**config.mk**
```make
export PLATFORM = sky130hd
export DESIGN_NAME = bpp_port
export DESIGN_NICKNAME = d
export VERILOG_FILES = /design/src/logic/bpp_pkg.sv /design/src/logic/bpp_sync8.sv /design/src/logic/bpp_port.sv
export SDC_FILE = /design/constraint.sdc
export NUM_CORES = 1
export LEC_CHECK = 0
export BUFFER_PORTS_ARGS = -buffer_cell sky130_fd_sc_hd__buf_2
export CAP_MARGIN = 5
export CORE_ASPECT_RATIO = 0.6
export CORE_MARGIN = 8
export CORE_UTILIZATION = 60
export CTS_CLUSTER_SIZE = 28
export DETAILED_ROUTE_END_ITERATION = 10
export PLACE_DENSITY = 0.87
export SLEW_MARGIN = 0
export SYNTH_ARGS = -nofsm -noshare
export SYNTH_HDL_FRONTEND = slang
export SYNTH_SLANG_ARGS = --single-unit
```
**constraint.sdc**
```tcl
create_clock -name i_ref_clk -period 2.6 [get_ports i_ref_clk]
set_clock_uncertainty 0.05 [all_clocks]
set_input_delay 0.13 -clock i_ref_clk [delete_from_list [all_inputs] [get_ports i_ref_clk]]
set_output_delay 0.13 -clock i_ref_clk [all_outputs]
set_load 0.1 [all_outputs]
```
**src/logic/bpp_pkg.sv**
```systemverilog
/*
 * Constants, register map and carrier types for the bidirectional port
 * with slave-port and PWM pin overrides.
 * Assumes an 8-bit register port with byte addresses and one system clock.
 */
package bpp_pkg;
    localparam int unsigned BPP_W = 8;
    localparam int unsigned BPP_AW = 8;

    // register byte addresses
    localparam logic [7:0] BPP_ADDR_LEVELS = 8'h00;
    localparam logic [7:0] BPP_ADDR_LATCH = 8'h04;
    localparam logic [7:0] BPP_ADDR_DIR = 8'h08;
    localparam logic [7:0] BPP_ADDR_SPCS = 8'h0c;
    localparam logic [7:0] BPP_ADDR_PWMCFG = 8'h10;
    localparam logic [7:0] BPP_ADDR_IRQ_STAT = 8'h14;
    localparam logic [7:0] BPP_ADDR_IRQ_MASK = 8'h18;
    localparam logic [7:0] BPP_ADDR_CTRL = 8'h1c;

    // reset values
    localparam logic [7:0] BPP_LATCH_RST = 8'h00;
    localparam logic [7:0] BPP_DIR_RST = 8'hff;
    localparam logic [2:0] BPP_REDIR_RST = 3'h7;
    localparam logic [7:0] BPP_PWMCFG_RST = 8'h00;
    localparam logic [2:0] BPP_IRQ_RST = 3'h0;

    // slave_port_control_status fields
    localparam int unsigned BPP_SPCS_IBF = 7;
    localparam int unsigned BPP_SPCS_OBF = 6;
    localparam int unsigned BPP_SPCS_OVF = 5;
    localparam int unsigned BPP_SPCS_MODE = 4;
    localparam int unsigned BPP_SPCS_UNUSED = 3;
    localparam int unsigned BPP_SPCS_REDIR_HI = 2;

    // pwm_capture_config fields
    localparam int unsigned BPP_PWM_CFG_HI = 7;
    localparam int unsigned BPP_PWM_CFG_LO = 6;
    localparam int unsigned BPP_PWM_MODE_HI = 3;
    localparam int unsigned BPP_PWM_MODE_LO = 2;
    localparam logic [1:0] BPP_PWM_MODE_PWM = 2'h3;
    localparam logic [1:0] BPP_PWM_CFG_SINGLE = 2'h0;

    // pin index carrying pwm channel b; c and d follow
    localparam int unsigned BPP_PIN_PWM_B = 5;

    // interrupt status / mask bits
    localparam int unsigned BPP_IRQ_W = 3;
    localparam int unsigned BPP_IRQ_RX = 0;
    localparam int unsigned BPP_IRQ_TX = 1;
    localparam int unsigned BPP_IRQ_OVF = 2;

    // control register bit: pwm pins float during shutdown
    localparam int unsigned BPP_CTRL_TRI = 0;

    typedef struct packed {
        logic [7:0] oe;
        logic [7:0] dout;
    } bpp_pad_t;

    typedef struct packed {
        logic rd;
        logic wr;
    } bpp_host_t;
endpackage

```
**src/logic/bpp_sync8.sv**
```systemverilog
/*
 * Two-flop synchroniser for the eight pin inputs.
 * Assumes the shared system clock and synchronous active-high reset.
 */
`timescale 1ns/100ps
`default_nettype none
module bpp_sync8 (
    input wire logic i_ref_clk, // system clock
    input wire logic i_sys_rst, // synchronous reset
    input wire logic [7:0] i_d, // raw pin levels
    output logic [7:0] o_q // synchronised levels
);
    logic [7:0] meta_q;

    always_ff @(posedge i_ref_clk) begin
        if (i_sys_rst) begin
            meta_q <= 8'h00;
            o_q <= 8'h00;
        end else begin
            meta_q <= i_d;
            o_q <= meta_q;
        end
    end
endmodule // bpp_sync8
`default_nettype wire

```
**src/logic/bpp_port.sv**
```systemverilog
/*
 * Eight-pin bidirectional port with output latch, direction register,
 * parallel slave port data path and pwm channel b/c/d pin override.
 * Assumes synchronous host strobes, an external pwm generator and a
 * register master that never issues read and write together.
 */
`timescale 1ns/100ps
`default_nettype none
module bpp_port (
    input wire logic i_ref_clk, // system clock, 100 MHz
    input wire logic i_sys_rst, // synchronous reset, active high
    input wire logic [bpp_pkg::BPP_AW-1:0] i_addr, // register byte address
    input wire logic [bpp_pkg::BPP_W-1:0] i_wdata, // register write data
    input wire logic i_wr, // register write strobe
    input wire logic i_rd, // register read strobe
    output logic [bpp_pkg::BPP_W-1:0] o_rdata, // read data, cycle after strobe
    input wire logic [7:0] i_pin, // pin levels
    output bpp_pkg::bpp_pad_t o_pad, // pin drive value and enable
    input wire bpp_pkg::bpp_host_t i_host, // host read level, write pulse
    input wire logic [2:0] i_pwm_bcd, // pwm channels d, c, b
    input wire logic i_pwm_shutdown, // pwm shutdown event active
    output logic o_irq // level interrupt
);
    import bpp_pkg::*;

    function automatic logic flag_next(input logic q, input logic set, input logic clr);
        flag_next = set | (q & ~clr);
    endfunction

    logic [7:0] latch_q, dir_q, pwmcfg_q, in_word_q, sync_q, rdata_q;
    logic ibf_q, obf_q, ovf_q, mode_q, tri_q, rd_prev_q, irq_q;
    logic [2:0] redir_q;
    logic [BPP_IRQ_W-1:0] irq_stat_q, irq_mask_q;
    bpp_pad_t pad_q;

    bpp_sync8 u_sync (
        .i_ref_clk(i_ref_clk),
        .i_sys_rst(i_sys_rst),
        .i_d(i_pin),
        .o_q(sync_q)
    );

    // address decode
    wire sel_levels = (i_addr == BPP_ADDR_LEVELS);
    wire sel_latch = (i_addr == BPP_ADDR_LATCH);
    wire sel_dir = (i_addr == BPP_ADDR_DIR);
    wire sel_spcs = (i_addr == BPP_ADDR_SPCS);
    wire sel_pwmcfg = (i_addr == BPP_ADDR_PWMCFG);
    wire sel_stat = (i_addr == BPP_ADDR_IRQ_STAT);
    wire sel_mask = (i_addr == BPP_ADDR_IRQ_MASK);
    wire sel_ctrl = (i_addr == BPP_ADDR_CTRL);

    wire wr_port = i_wr & (sel_levels | sel_latch);
    wire rd_levels = i_rd & sel_levels;

    // pwm configuration decode
    wire [1:0] pwm_cfg = pwmcfg_q[BPP_PWM_CFG_HI:BPP_PWM_CFG_LO];
    wire pwm_mode = (pwmcfg_q[BPP_PWM_MODE_HI:BPP_PWM_MODE_LO] == BPP_PWM_MODE_PWM);
    wire pwm_multi = pwm_mode & (pwm_cfg != BPP_PWM_CFG_SINGLE);
    wire pwm_quad = pwm_multi & pwmcfg_q[BPP_PWM_CFG_LO];
    wire [2:0] pwm_use = {pwm_quad, pwm_quad, pwm_multi};
    wire [2:0] pwm_on = pwm_use & ~dir_q[7:BPP_PIN_PWM_B];
    wire [7:0] pwm_on8 = {pwm_on, 5'h00};
    wire [7:0] pwm_val8 = {i_pwm_bcd, 5'h00};
    wire pwm_hiz = i_pwm_shutdown & tri_q;

    // slave port is off whenever pwm uses two or four outputs
    wire sp_active = mode_q & ~pwm_multi;

    // host events
    wire host_wr_ev = sp_active & i_host.wr;
    wire host_rd_rise = sp_active & i_host.rd & ~rd_prev_q;
    wire ovf_ev = host_wr_ev & ibf_q;

    // pin drive selection: pwm, then slave-port read, then port data
    wire [7:0] port_oe = sp_active ? {8{i_host.rd}} : ~dir_q;
    wire [7:0] oe_d = (pwm_on8 & {8{~pwm_hiz}}) | (~pwm_on8 & port_oe);
    wire [7:0] dout_d = (pwm_on8 & pwm_val8) | (~pwm_on8 & latch_q);

    // status flags, set wins over clear
    wire ibf_d = flag_next(ibf_q, host_wr_ev, rd_levels & sp_active);
    wire obf_d = flag_next(obf_q, wr_port & sp_active, host_rd_rise);
    wire ovf_hold = (i_wr & sel_spcs) ? i_wdata[BPP_SPCS_OVF] : ovf_q;
    wire ovf_d = ovf_ev | ovf_hold;

    wire [BPP_IRQ_W-1:0] irq_set = {ovf_ev, host_rd_rise, host_wr_ev};
    wire [BPP_IRQ_W-1:0] irq_clr = (i_wr & sel_stat) ? i_wdata[BPP_IRQ_W-1:0] : '0;
    wire [BPP_IRQ_W-1:0] irq_stat_d = irq_set | (irq_stat_q & ~irq_clr);

    wire [7:0] spcs_rd = {ibf_q, obf_q, ovf_q, mode_q, 1'b0, redir_q};
    wire [7:0] levels_rd = sp_active ? in_word_q : sync_q;
    wire [7:0] rdata_d = !i_rd ? 8'h00 :
                         sel_levels ? levels_rd :
                         sel_latch ? latch_q :
                         sel_dir ? dir_q :
                         sel_spcs ? spcs_rd :
                         sel_pwmcfg ? pwmcfg_q :
                         sel_stat ? {5'h00, irq_stat_q} :
                         sel_mask ? {5'h00, irq_mask_q} :
                         sel_ctrl ? {7'h00, tri_q} : 8'h00;

    always_ff @(posedge i_ref_clk) begin
        if (i_sys_rst) begin
            latch_q <= BPP_LATCH_RST;
            dir_q <= BPP_DIR_RST;
            redir_q <= BPP_REDIR_RST;
            mode_q <= 1'b0;
            pwmcfg_q <= BPP_PWMCFG_RST;
            tri_q <= 1'b0;
            irq_mask_q <= BPP_IRQ_RST;
        end else if (i_wr) begin
            if (wr_port) latch_q <= i_wdata;
            if (sel_dir) dir_q <= i_wdata;
            if (sel_spcs) begin
                mode_q <= i_wdata[BPP_SPCS_MODE];
                redir_q <= i_wdata[BPP_SPCS_REDIR_HI:0];
            end
            if (sel_pwmcfg) pwmcfg_q <= i_wdata;
            if (sel_ctrl) tri_q <= i_wdata[BPP_CTRL_TRI];
            if (sel_mask) irq_mask_q <= i_wdata[BPP_IRQ_W-1:0];
        end
    end

    always_ff @(posedge i_ref_clk) begin
        if (i_sys_rst) begin
            ibf_q <= 1'b0;
            obf_q <= 1'b0;
            ovf_q <= 1'b0;
            in_word_q <= 8'h00;
            rd_prev_q <= 1'b0;
            irq_stat_q <= BPP_IRQ_RST;
        end else begin
            ibf_q <= ibf_d;
            obf_q <= obf_d;
            ovf_q <= ovf_d;
            if (host_wr_ev) in_word_q <= i_pin;
            rd_prev_q <= i_host.rd;
            irq_stat_q <= irq_stat_d;
        end
    end

    always_ff @(posedge i_ref_clk) begin
        if (i_sys_rst) begin
            pad_q <= '0;
            rdata_q <= 8'h00;
            irq_q <= 1'b0;
        end else begin
            pad_q <= '{oe: oe_d, dout: dout_d};
            rdata_q <= rdata_d;
            irq_q <= |(irq_stat_d & irq_mask_q);
        end
    end

    assign o_pad = pad_q;
    assign o_rdata = rdata_q;
    assign o_irq = irq_q;
endmodule // bpp_port
`default_nettype wire

```
==> metrics list, run 1 <==
- Initial antenna violation count: 0
- Peak fanout along the critical path: 21
- Remaining antenna violation count: 0
* CP Launch Type: flop
- Transition time of the tightest slew-check pin: 0.705 ns
* Setup repair after global routing missed its margin: false
* Average footprint of a synthesized cell: ~8.6 sq um
- 0 antenna diodes ended up in the layout.
- Die Ht: between 70 and 80 microns
- Max-cap violations in this run came to 0.
- Endpoint arrival time on the critical path: 2.52 ns
- Sequential element share of the synthesized area: 0.476
* Register-to-register path setup slack: 0.27 ns
* Count of distinct cell types in the synthesized netlist: 55
* Post-route cell area: 4390 sq um
- Summed over all cells, the static leakage comes to ~1.7 nW.
* Hold slack: 0.0284 ns
* Iteration-0 DRC count of the detailed router: 469
* Reg clk slew, reported paths: about 0.08 ns
* Power Total: 2.64 mW
- Width of the die: approximately 120 microns
- Number of instances in the synthesized netlist: 429
* Mapped Nets: 463
- Counting flops with a built-in enable in the synthesized netlist gives 0.
- Kind of capture point of the worst setup path: flop
- Period minus WS final: 2.33 ns
- Setup violations remaining at the end of the flow were counted as 0.
* Max Clk Rate: 0.428 GHz
- The routed layout has 3388 vias.
- Of all cell types, the one taking the most synthesized area is dfxtp_1.
- Total count of max-transition violations in the final report: 0
- The placed instances occupy a cell area of 4010 sq um.
* Ys async rst share: 0
* Post-Place Worst Slack: 0.368 ns
* Peak VDD IR: 0.414 mV
- The via count of the first global-routing pass is 3177.
- DP Wirelength: around 7.3 mm
- Fraction of layout cells with a size suffix above 1: 0.190
- The area growth from synthesis to layout is 18.7%.
* Mean number of vias per cell: 5.86
* Final core utilization: 0.729
- Grt ovf: 0
- TritonCTS Sinks: 88
* Hold crit path type: in -> reg
- Residual DRC count: 0
- Yosys attributes the largest share of cell area to dfxtp_1, nand2_1, a21oi_1.
* Dominant synthesized flop cell: dfxtp_1
* Category of the critical setup timing path: reg -> reg
- TritonCTS built the clock tree.
- Clock buffers created by TritonCTS: 9
- The count of final hold-check violations came to 0.
* Number of iterations in the first detailed-routing pass: 6
- Worst rel slew slack: 0.530
- Power Density: 601 nW/um^2
- Wirelength, routed: 10.2 mm
- Routed WL per cell: roughly 18 microns
- In this run the post-CTS setup repair buffer count came out at 0.
- Aggregate negative setup slack: 0 ns
- Buffer depth of the longest clock path: 2
- Root Buffer: clkbuf_8
- Count of yosys warnings during synthesis: 0
- Placeable core region: 6030 sq um
* Most frequently used cell type in the post-synthesis netlist: dfxtp_1
- The run finished with clean final reports.
- For this run, the post-layout net count is 524.
* Buffers on Ports: 58
- For this configuration, the core starts out at a cell density of 0.614.
- Global-route wire length before repair: 16.3 mm
- GRT Util Overall: 0.223
- Of the available clock period, the critical path in the final layout requires 0.898.
- Cell row count: 22
- Entering global routing, the biggest net connects 42 pins.
* Endpoint required time on the critical path: between 2 and 3 ns
- Including well taps, the total number of placed cells is 548.
- Ranked by instance count, the synthesized netlist is headed by dfxtp_1, nand2_1, a21oi_1.
- Of the post-synthesis cell area, the dominant cell type holds 0.476.
- CTS built an H-tree with a depth of 3.
- Routability congestion estimate from global placement: 0.921
- The clock reaches the later pin of the worst-skew pair after 0.36 ns.
* Area of the die: approximately 9000 sq um
* Layout Cells excl Fill: 578
- The mapped netlist covers 3700 sq um.
- Counting flops and latches in the post-synthesis netlist gives 88.
- In this run the count of I/O pins placed on the die edge is 59.
* Minimum setup slack in the final design: about 0.27 ns
timing repair:
action | 4_1_cts | 5_1_grt
endpoints found under the hold margin | 25 | 0
gates resized for setup | 0 | 0
hold buffers | 15 | 0
path summary, 6_finish.rpt:
kind                                       start       endpoint  cells past startpoint
worst min-delay path                  i_wdata[5]    pwmcfg_q[5]                      3
worst max register to register       pwmcfg_q[6]   in_word_q[6]                      5
worst max-delay path                 pwmcfg_q[6]   in_word_q[6]                      5
worst min register to register  u_sync.meta_q[6]  u_sync.o_q[6]                      1
critical path, cell delays in order (launching register included):
cell and delay (ns):
dfxtp_1 0.35, o211ai_1 0.47, and2_1 0.67, nand2_1 0.40
nand2_1 0.19, a21oi_1 0.08
where the power goes:
| part | switching (mW) | internal [mW] | total (mW) |
|---|---|---|---|
| Combinational | 0.107 | 0.0637 | 0.171 |
| Clock | 0.467 | 0.635 | 1.10 |
| Sequential | 0.00534 | 1.36 | 1.37 |
final cells by class:
class                   count  area (sq um)
inverters                  15          56.3
flip-flops and latches     88          1760
clock buffers              10           128
well taps                  84           105
clock inverters             5           106
repair buffers             78           478
multi-input cells         298          1760
fillers                   453          1640
kinds of logic after synthesis:
| family | count (synthesis) | synth area share |
|---|---|---|
| muxes | 10 | 0.0277 |
| DFF | 88 | 0.476 |
| AOI/OAI and AO/OA | 95 | 0.164 |
| and+or+nand+nor | 193 | 0.283 |
| buffers and inverters | 43 | 0.0487 |
layout by cell type (no fill, tap or decap), types with 11 or more instances in the layout:
cell | synthesis | routed
a211o_1 | 11 | 11
a21oi_1 | 40 | 40
buf_2 | 9 | 58
dfxtp_1 | 88 | 88
dlygate4sd3_1 | 0 | 15
inv_1 | 13 | 13
nand2_1 | 60 | 60
nand3_1 | 31 | 31
nor2_1 | 27 | 27
nor2b_1 | 28 | 28
o21ai_0 | 17 | 17
flip-flops by register name (all words and copies together), names as in the netlist, 3 cells and up:
register / count
u_sync.meta_q: 8
in_word_q: 8
redir_q: 3
u_sync.o_q: 8
o_rdata: 8
latch_q: 8
dir_q: 8
o_pad: 16
irq_stat_q: 3
irq_mask_q: 3
pwmcfg_q: 8
per-layer routing:
layer	wire, microns	vias up	track usage
li1	-	1610	-
met1	4840	1573	0.320
met2	4130	187	0.313
met3	1070	18	0.0614
met4	156	0	0.0669
met5	0	-	0
Note: power is estimated with default switching activity, not from simulation.
==> inputs of run 2 (changes only) <==
- CORE_ASPECT_RATIO: 0.6 -> default
- RECOVER_POWER: default -> 25
==> metrics list, run 2 (synthesized netlist as in run 1, its figures left out) <==
- STA puts the critical path data required time at 2.80 ns.
- Transition time of the tightest slew-check pin: 1.17 ns
- In this run the most critical hold path is launched from i_wdata[4].
- Counting along the longest clock path gives a buffer depth of 2.
- The path class of the tightest hold or removal check is in -> reg.
- Number of inserted filler cells in the final layout: 468
* Area of the die: 8930 sq um
- For this run, the post-layout net count is between 500 and 600.
- Endpoint arrival time on the critical path: 2.51 ns
- Post-Place Worst Slack: around 0.41 ns
- Counting both buffers and inverters, the worst setup path holds a total of 0.
- The library cell used most frequently in the layout, excluding fill and tap cells, is dfxtp_1.
- The area growth from synthesis to layout is 16.6%.
- TritonCTS Sinks: 88
- Kind of capture point of the worst setup path: flop
- The first routing iteration left 284 violations.
* Register-to-register path setup slack: 0.29 ns
- Critical path's most frequent cell: nand2_1
- After detailed routing, the total wire length is roughly 9.7 mm.
- Dividing the detail-routed wire length by the instance count gives 17.0 microns.
* Register Area: 1760 sq um
- Final core utilization: 0.724
- Of the cells placed in the final design, the portion with a size suffix greater than 1 is 0.184.
* Max Cap Viol: 0
- GRT met2 Usage: 0.358
- For this design the static power due to leakage is 1.70 nW.
- Cell row count: 28
* Worst rel slew slack: 0.225
- Power Density: 564 nW/um^2
- GRT met3 Usage: 0.0587
- Measured along the y axis, the die boundary spans 94.5 microns.
* H-tree Lvls: 3
- Setup slack on the critical path of the routed design comes to 0.291 ns.
- The routed layout has 3348 vias.
- Along the worst hold path, the cell count comes to 3.
- Hold_buf cts: 14
- Post-CTS setup buffer count: 0
- Power Total: 2.43 mW
- The register with the most flip-flops in the layout has 16 of them.
* Vias in the first global route: approximately 3100
* Grt ovf: 0
- Global-route wire length before repair: 15.8 mm
- In this design, the largest share of critical-path delay is due to simple AND/OR/NAND/NOR gates.
- TritonCTS created 9 clock buffers.
- Reg clk slew, reported paths: 0.09 ns
- Multi-input gate area: ~1800 sq um
- After detailed routing, the number of remaining DRC violations is 0.
- Setup violations remaining at the end of the flow were counted as 0.
* Width of the die: 94.5 microns
* Max Clk Rate: 0.433 GHz
- In this run the critical register-to-register path is captured at in_word_q[6].
- Once detail routing completed, the nets flagged for antenna violations numbered 0.
- Initial antenna violation count: 0
* Total of cells resized after clock tree synthesis: 0
- For this design, the slowest cell found on the critical path is and2_1.
- The startpoint identified for the worst register-to-register timing path is pwmcfg_q[6].
* Buffers on Ports: 58
- Placeable core region: about 6000 sq um
* Peak VDD IR: 0.340 mV
- CP Launch Type: flop
- The worst setup path is of the reg -> reg kind.
- The final-report max-slew violation count came to 0.
* Antenna diode count: 0
- Initial Util: 0.621
* Mean number of vias per cell: 5.88
- Clock Latency Late Sink: between 0.3 and 0.4 ns
- met2 is the most crowded layer.
- Root Buffer: clkbuf_8
- Largest incremental delay on the critical path: 0.69 ns
- Dividing the final minimum period by the clock period gives 0.888.
* Hold slack: 0.0152 ns
- Setup repair after global routing missed its margin: false
- Io pins: 59
- DP Wirelength: 6.79 mm
* Number of hold-slack violations in the final timing report: 0
- The congestion estimate from routability-driven global placement came to 0.899.
- Grt met1 use: 0.284
- The signal on the critical path passes through o211ai_1, and2_1, nand2_1, nand2_1, a21oi_1.
- Adding up every negative setup slack in the final design gives 0 ns.
* Number of iterations in the first detailed-routing pass: 5
- Leading cell types in the layout, fill and taps excluded: dfxtp_1, nand2_1, buf_2, a21oi_1, nand3_1
* Status: finished clean
- The worst hold path terminates at pwmcfg_q[4].
* GRT Util Overall: 0.226
* Maximum number of pins on one net before global-route repair: 38
* Number of cells traversed by the worst register-to-register path: 5
- Period minus WS final: between 2 and 2.5 ns
* Peak fanout along the critical path: 21
- TritonCTS built the clock tree.
[run 2: changes by cell type in the layout (fill, tap and decap cells not counted), sizes merged]
cell / before / now
buf: 63 / 59
inv: 14 / 18
bufinv: 3 / 0
clkbuf: 10 / 13
clkinvlp: 1 / 2
dlygate4sd3: 15 / 14
[run 2: layout make-up]
type | instances | share of cell area
inverter | 15 | 0.0131
sequential | 88 | 0.409
clock buffer | 9 | 0.0287
tap | 75 | 0.0218
clock inverter | 7 | 0.0142
timing repair buffer | 77 | 0.107
multi-input combinational | 298 | 0.406
[run 2: per-layer routing]
metal / wire, microns / up-vias
li1: - / 1613
met1: 4120 / 1560
met3: 779 / 24
met2: 4570 / 151
met5: 0 / -
met4: 218 / 0
[run 2: tightest hold or removal path, stage by stage]
cell and delay (ns):
buf_2 0.13, nand3_1 0.07, a21oi_1 0.05
[run 2: how the worst max path moves through the flow]
| stage | from | slack [ns] | end | depth (start not counted) |
|---|---|---|---|---|
| after floorplan | i_addr[2] | 0.96 | dir_q[0] | 7 |
| after CTS | pwmcfg_q[6] | 0.33 | in_word_q[6] | 5 |
| after detailed placement | pwmcfg_q[6] | 0.41 | in_word_q[2] | 5 |
| after global routing | pwmcfg_q[6] | 0.07 | in_word_q[6] | 5 |
| final | pwmcfg_q[6] | 0.29 | in_word_q[6] | 5 |
| after global placement | pwmcfg_q[7] | 0.49 | in_word_q[0] | 5 |
[run 2: per-stage QoR]
stage / cells / instance area (sq um)
finish: 569 / 4310
global route: 569 / 4310
CTS: 569 / 4320
detailed placement: 539 / 4000
global placement: 539 / 4000
floorplan: 429 / 3700
[run 2: where the power goes]
group	switching, mW	internal [mW]	leakage (nW)
clock	0.537	0.366	0.0888
combinational	0.104	0.0611	0.897
sequential	0.00417	1.36	0.713
